==> config.mk <==
export PLATFORM = sky130hd
export DESIGN_NAME = dnd_decoder
export DESIGN_NICKNAME = d
export VERILOG_FILES = /design/src/hw/dnd_pkg.sv /design/src/hw/dnd_decoder.sv
export SDC_FILE = /design/constraint.sdc
export NUM_CORES = 2
export LEC_CHECK = 0
export BUFFER_PORTS_ARGS = -buffer_cell sky130_fd_sc_hd__buf_2
export CAP_MARGIN = 5
export CORE_MARGIN = 4
export CORE_UTILIZATION = 52
export CTS_BUF_LIST = sky130_fd_sc_hd__clkbuf_2 sky130_fd_sc_hd__clkbuf_4 sky130_fd_sc_hd__clkbuf_8
export DETAILED_ROUTE_END_ITERATION = 8
export PLACE_DENSITY = 0.7
export SLEW_MARGIN = 0
export SYNTH_ARGS = -nofsm -noshare
export SYNTH_HDL_FRONTEND = slang
export SYNTH_SLANG_ARGS = --single-unit
==> constraint.sdc <==
create_clock -name pclk -period 81.8 [get_ports pclk]
set_input_delay 16.36 -clock pclk [delete_from_list [all_inputs] [get_ports pclk]]
set_output_delay 16.36 -clock pclk [all_outputs]
set_load 0.03 [all_outputs]
==> src/hw/dnd_pkg.sv <==
// Constants and carrier types of the drive network input decoder
package dnd_pkg;
  localparam logic [7:0]  OFS_SPD      = 8'h00;
  localparam logic [7:0]  OFS_SCALE    = 8'h04;
  localparam logic [7:0]  OFS_NOM      = 8'h08;
  localparam logic [7:0]  OFS_DEFSCALE = 8'h0c;
  localparam logic [7:0]  OFS_LINK     = 8'h10;
  localparam logic [7:0]  OFS_OPCMD    = 8'h14;
  localparam logic [7:0]  OFS_FREQ     = 8'h18;
  localparam logic [7:0]  OFS_RDCODE   = 8'h1c;
  localparam logic [7:0]  OFS_RDVAL    = 8'h20;
  localparam logic [7:0]  OFS_WRCODE   = 8'h24;
  localparam logic [7:0]  OFS_WRDATA   = 8'h28;
  localparam logic [7:0]  OFS_AO       = 8'h2c;
  localparam logic [7:0]  OFS_DO1      = 8'h30;
  localparam logic [7:0]  OFS_DO2      = 8'h34;
  localparam logic [7:0]  OFS_FWD      = 8'h38;
  localparam logic [7:0]  OFS_STATUS   = 8'h3c;
  localparam logic [7:0]  RST_SP_STATE = 8'hff;
  localparam logic [7:0]  RST_SP_VALUE = 8'h00;
  localparam logic [15:0] RST_DEFSCALE = 16'h4e20;
  localparam logic [15:0] RST_NOM      = 16'h01f4;
  localparam logic [7:0]  RST_LINK     = 8'h00;
  localparam logic [15:0] RST_ZERO     = 16'h0000;
  localparam logic [7:0]  SW_INVALID   = 8'hff;
  localparam logic [7:0]  SW_ON        = 8'h01;
  localparam logic [15:0] SCALE_BAD    = 16'h7fff;
  localparam logic [15:0] FREQ_MAX     = 16'h0fa0;
  localparam logic [15:0] AO_MAX       = 16'h55f0;
  localparam logic [7:0]  FN_AO        = 8'h0a;
  localparam logic [7:0]  FN_DO        = 8'h1b;
  localparam logic [7:0]  LF_FREQ      = 8'h01;
  localparam logic [7:0]  LF_OPCMD     = 8'h02;
  localparam logic [7:0]  LF_ALL       = 8'h03;
  localparam logic [39:0] FREQ_DIV     = 40'h00_003d_0900;
  localparam int          ALM_BIT      = 15;

  typedef struct packed {
    logic [7:0] link_function_code;
    logic [7:0] analog_output_a_function;
    logic [7:0] analog_output_b_function;
    logic [7:0] digital_output_one_function;
    logic [7:0] digital_output_two_function;
  } dnd_fcode_t;

  typedef struct packed {
    logic        run;
    logic        reverse;
    logic        zero_speed;
    logic [15:0] freq;
    logic [15:0] opcmd;
    logic        alarm_clear;
    logic [15:0] ao_a;
    logic [15:0] ao_b;
    logic        do_one;
    logic        do_two;
    logic        rd_req;
    logic [15:0] rd_code;
    logic        wr_req;
    logic [15:0] wr_code;
    logic [15:0] wr_data;
  } dnd_drv_t;
endpackage

==> src/hw/dnd_decoder.sv <==
// APB-facing network input decoder driving the inverter control core
`timescale 1ns/10ps

// Overview of operation
// Setpoint state 0 stops, state 1 runs at value percent, 0% is zero speed.
// After reset the setpoint holds state invalid and value zero.
// Frequency equals setpoint percent times scale percent times nominal frequency.
// Any new factor recomputes and replaces the frequency, running or stopped.
// With setpoint state invalid no recomputation happens.
// Setpoint and direct frequency: the most recent one wins.
// Setpoint run and frequency apply only when link selection is 3.
// Signed scale sets rotation direction and frequency factor.
// The invalid scale code is discarded, previous scale kept.
// Scale starts at the default scale property value.
// Command word bits map run, X1..X9, terminals and alarm reset; reset zero.
// Alarm reset bit falling from one to zero clears inverter alarms.
// Command word and forward terminal apply only for link selection 2 or 3.
// Direct frequency in 0.1 Hz steps, valid up to 400.0 Hz, reset 0.
// Direct frequency applies only for link selection 1 or 3.
// Read code selects the parameter returned on the read result.
// Write value goes into the parameter named by the write code.
// Analog command valid 0 to 110 percent; invalid codes are ignored.
// Analog terminal follows command only when its function code is 10.
// Each digital output follows its command only when function code is 27.
// Digital output and forward terminal commands start at value 0, state 0.
// Motor runs if forward terminal or setpoint run is on.
module dnd_decoder (
  input  wire logic               pclk,
  input  wire logic               presetn,
  input  wire logic               psel,
  input  wire logic               penable,
  input  wire logic               pwrite,
  input  wire logic [7:0]         paddr,
  input  wire logic [31:0]        pwdata,
  input  wire logic [3:0]         pstrb,
  output logic      [31:0]        prdata,
  output logic                    pready,
  output logic                    pslverr,
  input  wire dnd_pkg::dnd_fcode_t fcode,
  input  wire logic [15:0]        read_result_value,
  output dnd_pkg::dnd_drv_t       drv
);

  typedef struct packed {
    logic [7:0]        sp_state;
    logic [7:0]        sp_value;
    logic [15:0]       scale;
    logic [15:0]       nom;
    logic [15:0]       defscale;
    logic [7:0]        link_prop;
    logic [15:0]       opcmd;
    logic [15:0]       freq_direct;
    logic [15:0]       rd_code;
    logic [15:0]       wr_code;
    logic [15:0]       wr_data;
    logic [15:0]       ao_cmd;
    logic [15:0]       do_one_cmd;
    logic [15:0]       do_two_cmd;
    logic [15:0]       fwd_cmd;
    logic [15:0]       freq_cmd;
    logic              reverse;
    logic              pready;
    logic              pslverr;
    logic [31:0]       prdata;
    dnd_pkg::dnd_drv_t drv;
  } dnd_state_t;

  dnd_state_t q;
  dnd_state_t next_q;

  // Link selection from card property or inverter code
  function automatic logic link_is(input logic [7:0] prop,
                                   input logic [7:0] code,
                                   input logic [7:0] sel);
    return (prop == sel) || (code == sel);
  endfunction

  function automatic logic addr_hit(input logic [7:0] a);
    return (a[1:0] == 2'b00) && (a <= dnd_pkg::OFS_STATUS);
  endfunction

  // Switch-type input: on only with state 1
  function automatic logic sw_on(input logic [15:0] sw);
    return sw[15:8] == dnd_pkg::SW_ON;
  endfunction

  // Value in 0.5 % steps, scale in 0.005 % steps, nominal in 0.1 Hz
  function automatic logic [15:0] calc_freq(input logic [7:0]  v,
                                            input logic [15:0] s,
                                            input logic [15:0] n);
    logic [15:0] mag;
    logic [39:0] prod;
    logic [39:0] quo;
    mag  = s[15] ? 16'(-s) : s;
    prod = 40'(v) * 40'(mag) * 40'(n);
    quo  = prod / dnd_pkg::FREQ_DIV;
    if (quo > 40'(dnd_pkg::FREQ_MAX)) begin
      return dnd_pkg::FREQ_MAX;
    end
    return quo[15:0];
  endfunction

  logic        setup;
  logic        wr_en;
  logic        lf_all;
  logic        lf_op;
  logic        lf_freq;
  logic [15:0] wd;

  assign setup   = psel && !penable;
  assign wr_en   = psel && penable && pwrite && q.pready && !q.pslverr;
  assign wd      = pwdata[15:0];
  assign lf_all  = link_is(q.link_prop, fcode.link_function_code,
                           dnd_pkg::LF_ALL);
  assign lf_op   = link_is(q.link_prop, fcode.link_function_code,
                           dnd_pkg::LF_OPCMD) || lf_all;
  assign lf_freq = link_is(q.link_prop, fcode.link_function_code,
                           dnd_pkg::LF_FREQ) || lf_all;

  always_comb begin
    logic recalc;
    logic wr_lo;
    logic wr_hi;
    recalc = 1'b0;
    next_q = q;
    wr_lo  = wr_en && pstrb[0];
    wr_hi  = wr_en && pstrb[1];
    next_q.drv.alarm_clear = 1'b0;
    next_q.drv.rd_req      = 1'b0;
    next_q.drv.wr_req      = 1'b0;

    // Register writes land at the access edge that sees pready
    if (wr_lo && wr_hi) begin
      unique case (paddr)
        dnd_pkg::OFS_SPD: begin
          next_q.sp_value = wd[7:0];
          next_q.sp_state = wd[15:8];
          recalc = 1'b1;
        end
        dnd_pkg::OFS_SCALE: begin
          if (wd != dnd_pkg::SCALE_BAD) begin
            next_q.scale = wd;
            recalc = 1'b1;
          end
        end
        dnd_pkg::OFS_NOM: begin
          next_q.nom = wd;
          recalc = 1'b1;
        end
        dnd_pkg::OFS_DEFSCALE: next_q.defscale = wd;
        dnd_pkg::OFS_LINK: next_q.link_prop = wd[7:0];
        dnd_pkg::OFS_OPCMD: begin
          next_q.opcmd = wd;
          // Clear only on the falling edge of the alarm reset bit
          if (lf_op && q.opcmd[dnd_pkg::ALM_BIT] &&
              !wd[dnd_pkg::ALM_BIT]) begin
            next_q.drv.alarm_clear = 1'b1;
          end
        end
        dnd_pkg::OFS_FREQ: begin
          next_q.freq_direct = wd;
          if (lf_freq) begin
            // Direct value wins as the latest arrival
            next_q.freq_cmd = (wd > dnd_pkg::FREQ_MAX) ?
                              dnd_pkg::FREQ_MAX : wd;
          end
        end
        dnd_pkg::OFS_RDCODE: begin
          next_q.rd_code    = wd;
          next_q.drv.rd_req = 1'b1;
        end
        dnd_pkg::OFS_WRCODE: next_q.wr_code = wd;
        dnd_pkg::OFS_WRDATA: begin
          next_q.wr_data    = wd;
          next_q.drv.wr_req = 1'b1;
        end
        dnd_pkg::OFS_AO: begin
          // Negative or above 110 % counts as invalid
          if (wd <= dnd_pkg::AO_MAX) begin
            next_q.ao_cmd = wd;
          end
        end
        dnd_pkg::OFS_DO1: next_q.do_one_cmd = wd;
        dnd_pkg::OFS_DO2: next_q.do_two_cmd = wd;
        dnd_pkg::OFS_FWD: next_q.fwd_cmd = wd;
        default: ;
      endcase
    end

    // Recompute from the freshly written factors
    if (recalc && lf_all &&
        next_q.sp_state != dnd_pkg::SW_INVALID) begin
      next_q.freq_cmd = calc_freq(next_q.sp_value, next_q.scale,
                                  next_q.nom);
      next_q.reverse  = next_q.scale[15];
    end

    // Read data is captured in the setup cycle
    next_q.pready  = setup;
    next_q.pslverr = setup && !addr_hit(paddr);
    next_q.prdata  = 32'h0000_0000;
    if (setup && !pwrite) begin
      unique case (paddr)
        dnd_pkg::OFS_SPD:
          next_q.prdata = {16'h0000, q.sp_state, q.sp_value};
        dnd_pkg::OFS_SCALE:    next_q.prdata = {16'h0000, q.scale};
        dnd_pkg::OFS_NOM:      next_q.prdata = {16'h0000, q.nom};
        dnd_pkg::OFS_DEFSCALE: next_q.prdata = {16'h0000, q.defscale};
        dnd_pkg::OFS_LINK:
          next_q.prdata = {24'h00_0000, q.link_prop};
        dnd_pkg::OFS_OPCMD:    next_q.prdata = {16'h0000, q.opcmd};
        dnd_pkg::OFS_FREQ:     next_q.prdata = {16'h0000, q.freq_direct};
        dnd_pkg::OFS_RDCODE:   next_q.prdata = {16'h0000, q.rd_code};
        dnd_pkg::OFS_RDVAL:
          next_q.prdata = {16'h0000, read_result_value};
        dnd_pkg::OFS_WRCODE:   next_q.prdata = {16'h0000, q.wr_code};
        dnd_pkg::OFS_WRDATA:   next_q.prdata = {16'h0000, q.wr_data};
        dnd_pkg::OFS_AO:       next_q.prdata = {16'h0000, q.ao_cmd};
        dnd_pkg::OFS_DO1:      next_q.prdata = {16'h0000, q.do_one_cmd};
        dnd_pkg::OFS_DO2:      next_q.prdata = {16'h0000, q.do_two_cmd};
        dnd_pkg::OFS_FWD:      next_q.prdata = {16'h0000, q.fwd_cmd};
        dnd_pkg::OFS_STATUS:
          next_q.prdata = {13'h0, q.drv.zero_speed, q.drv.reverse,
                           q.drv.run, q.freq_cmd};
        default: ;
      endcase
    end

    // Drive-side outputs follow the held inputs one cycle later; rd_code, wr_code and wr_data go out with their request pulse
    next_q.drv.run = (lf_all && sw_on({q.sp_state, q.sp_value})) ||
                     (lf_op && sw_on(q.fwd_cmd));
    next_q.drv.zero_speed = lf_all && q.sp_state == dnd_pkg::SW_ON &&
                            q.sp_value == 8'h00;
    next_q.drv.reverse = q.reverse;
    next_q.drv.freq    = q.freq_cmd;
    next_q.drv.opcmd   = lf_op ? q.opcmd : 16'h0000;
    next_q.drv.ao_a    =
      (fcode.analog_output_a_function == dnd_pkg::FN_AO) ?
      q.ao_cmd : 16'h0000;
    next_q.drv.ao_b    =
      (fcode.analog_output_b_function == dnd_pkg::FN_AO) ?
      q.ao_cmd : 16'h0000;
    next_q.drv.do_one  = sw_on(q.do_one_cmd) &&
      fcode.digital_output_one_function == dnd_pkg::FN_DO;
    next_q.drv.do_two  = sw_on(q.do_two_cmd) &&
      fcode.digital_output_two_function == dnd_pkg::FN_DO;
    next_q.drv.rd_code = q.rd_code;
    next_q.drv.wr_code = q.wr_code;
    next_q.drv.wr_data = q.wr_data;
    if (next_q.drv.rd_req) begin
      next_q.drv.rd_code = next_q.rd_code;
    end
    if (next_q.drv.wr_req) begin
      next_q.drv.wr_code = next_q.wr_code;
      next_q.drv.wr_data = next_q.wr_data;
    end
  end

  always_ff @(posedge pclk or negedge presetn) begin
    if (!presetn) begin
      q             <= '0;
      q.sp_state    <= dnd_pkg::RST_SP_STATE;
      q.sp_value    <= dnd_pkg::RST_SP_VALUE;
      q.scale       <= dnd_pkg::RST_DEFSCALE;
      q.defscale    <= dnd_pkg::RST_DEFSCALE;
      q.nom         <= dnd_pkg::RST_NOM;
      q.link_prop   <= dnd_pkg::RST_LINK;
      q.opcmd       <= dnd_pkg::RST_ZERO;
      q.freq_direct <= dnd_pkg::RST_ZERO;
      q.do_one_cmd  <= dnd_pkg::RST_ZERO;
      q.do_two_cmd  <= dnd_pkg::RST_ZERO;
      q.fwd_cmd     <= dnd_pkg::RST_ZERO;
    end else begin
      q <= next_q;
    end
  end

  assign prdata  = q.prdata;
  assign pready  = q.pready;
  assign pslverr = q.pslverr;
  assign drv     = q.drv;
endmodule

==> impl_metrics.json <==
{
  "die_area_um2": 88300,
  "port_buffers": 227,
  "antenna_found_initial": 3,
  "cellPowerDensity_nw_per_um2": 7.59,
  "setup_viol_count_final": 0,
  "synth_ff_type": "dfrtp_1",
  "synth_area_leaders": "dfrtp_1 20%, fa_1 18%, mux2_2 5.8%, ha_1 4.5%, inv_1 4.1%",
  "min_path_type": "register to register",
  "ctsResizeCount": 0,
  "num_vias": 36634,
  "cts_hold_buf": 0,
  "cp.arrival_ps": 55980,
  "clockBufferDepth": 3,
  "finalSetupTns_ps": 0,
  "finalNetCount": 5509,
  "dieWidth_um": 297,
  "finalHoldViolCount": 0,
  "die_h_um": 297,
  "syn_area_um2": 43500,
  "dp.cells": 5879,
  "period_share": 0.679,
  "fp-row-count": 105,
  "rsz0062_at_grt": "no",
  "routed_via_density": 6.14,
  "netlist.area_leader.share": 0.202,
  "design_area_um2": 45800,
  "async_reset_ff_frac": 1.00,
  "overflow": 0,
  "grt_start_max_net_pins": 187,
  "gp_congestion": 0.954,
  "postRouteAntennaNets": 0,
  "final_cells": 5965,
  "wl_per_cell_um": 21.5,
  "pre_cts_slack_ps": 26300,
  "cts_max_level": 2,
  "fmax_mhz": 18.0,
  "drt_first_pass_iters": 9,
  "status": "finished, final reports clean",
  "crit_path_max_incr_delay_ps": 870,
  "vdd_drop_max_v": 0.0000108,
  "insertion_delay_ps": 590,
  "crit_path_top_delay_cell": "a222oi_1",
  "synth_seq_cells": 374,
  "grt_pass1_wl_um": 206000,
  "syn_to_final_growth_pct": 5.29,
  "coreArea_um2": 82500,
  "worstSetupPathType": "input port to register",
  "fin_skew_ps": 29.3,
  "worstPathMaxFanout": 18,
  "grt.total_usage": 0.286,
  "placed_area_um2": 44700,
  "power.total_mw": 0.347,
  "fin_util": 0.555,
  "slew-limit-headroom": 0.0766,
  "max-cap-violations": 0,
  "yosysTopAreaCell": "dfrtp_1",
  "cts_tree": "yes",
  "drtIter0Drc": 3513,
  "synth.distinct_cells": 148,
  "synth_edf_count": 0,
  "tightest_slew_ps": 1380,
  "wirelength_um": 128000,
  "worst_slack_ps": 26250,
  "clockRootBuffer": "clkbuf_8",
  "post_cts_buffers": 0,
  "slew_violations": 0,
  "nFillCells": 7426,
  "whs_ps": 378,
  "r2r_setup_slack_ps": 41980,
  "syn_area_per_cell_um2": 8.96,
  "cp-end-kind": "register",
  "clk_pin_slew_ps": 80,
  "ys_seq_area_frac": 0.216,
  "dp_hpwl_um": 100000,
  "startpoint_type": "input port",
  "drive_above_1_share": 0.166,
  "crit_top_cell": "a21oi_1",
  "cts.sinks": 374,
  "required_ps": 82230,
  "grt_pass1_vias": 36553,
  "drc_errors": 0,
  "io-pin-count": 259,
  "syn_inst": 4852,
  "synth.yosys.warnings": 0,
  "cts_buffers": 46,
  "min_period_ps": 55550,
  "p_leak_nw": 21.5,
  "start_util": 0.527
}
power breakdown:
part / leakage [nW] / total [mW] / internal (mW) / switching (mW)
Combinational: 15.8 / 0.0125 / 0.00257 / 0.00990
Clock: 0.557 / 0.149 / 0.0814 / 0.0680
Sequential: 5.13 / 0.185 / 0.185 / 0.000127
logic make-up (layout without fill, tap and decap cells):
| kind of cell | Yosys count | in the layout | synth area share |
|---|---|---|---|
| other | 1 | 16 | 0.0000863 |
| xor gates and xnor gates | 234 | 234 | 0.0478 |
| DFF | 374 | 374 | 0.216 |
| buffers and inverters | 857 | 885 | 0.0896 |
| muxes | 304 | 304 | 0.0769 |
| adders and majority gates | 562 | 562 | 0.228 |
| and+or+nand+nor | 1559 | 1559 | 0.175 |
| AOI/OAI and AO/OA | 961 | 961 | 0.166 |
state kept, by name, summed over array words and instances, names as in the netlist:
register	flops
q	216
prdata	19
pready	1
drv	120
pslverr	1
next_q	17
synthesized netlist by cell type, types with 39 or more instances:
library cell / count
a21oi_1: 174
a221oi_1: 42
a22oi_1: 61
a31oi_1: 48
and2_1: 130
and3_1: 39
buf_4: 163
clkbuf_1: 155
dfrtp_1: 350
fa_1: 390
ha_1: 157
inv_1: 479
mux2_2: 224
mux2i_1: 73
nand2_1: 469
nand3_1: 65
nand4_1: 58
nor2_1: 451
nor3_1: 90
o21ai_0: 116
xnor2_1: 170
xor2_1: 60
layer usage:
layer,global-route usage,vias up,share of wire
li1,-,16618,-
met1,0.365,18085,0.40
met2,0.492,1587,0.48
met3,0.0367,342,0.072
met4,0.120,2,0.048
met5,0,-,0.00014
placed cells by master (no fill, tap or decap), types with 116 or more instances in the layout:
| cell | count |
|---|---|
| fa_1 | 390 |
| and2_1 | 130 |
| o21ai_0 | 116 |
| nor2_1 | 448 |
| dfrtp_1 | 350 |
| buf_2 | 226 |
| mux2_2 | 224 |
| a21oi_1 | 174 |
| xnor2_1 | 169 |
| nand2_1 | 469 |
| inv_1 | 479 |
| ha_1 | 157 |
worst max-delay path: cells and delay by family:
kind | cells | cell delay [ps]
AO/OA/AOI/OAI | 58 | 17930
AND/OR/NAND/NOR | 27 | 8510
adder cells (fa/ha/maj) | 13 | 6140
multiplexers | 9 | 3150
XOR/XNOR | 5 | 2140
buffers and inverters | 10 | 1610
cell type report:
cell class	instances	area [um^2]	share of cell area
well taps	1070	1340	0.0293
multi-input cells	3633	30300	0.663
diodes	3	7.51	0.000164
inverters	485	1820	0.0398
flip-flops and latches	374	9390	0.205
clock buffers	69	875	0.0191
repair buffers	317	1830	0.0401
clock inverters	14	176	0.00386
final timing paths:
path,cells after the start,end,startpoint
setup / recovery,122,next_q[106],pwdata[10]
hold / removal,0,drv[118],next_q[118]
setup reg to reg,122,next_q[106],pslverr
hold reg to reg,0,drv[118],next_q[118]
max in group asynchronous,2,q[373],presetn
min in group asynchronous,1,q[310],presetn
(Power assumes the default switching activity.)
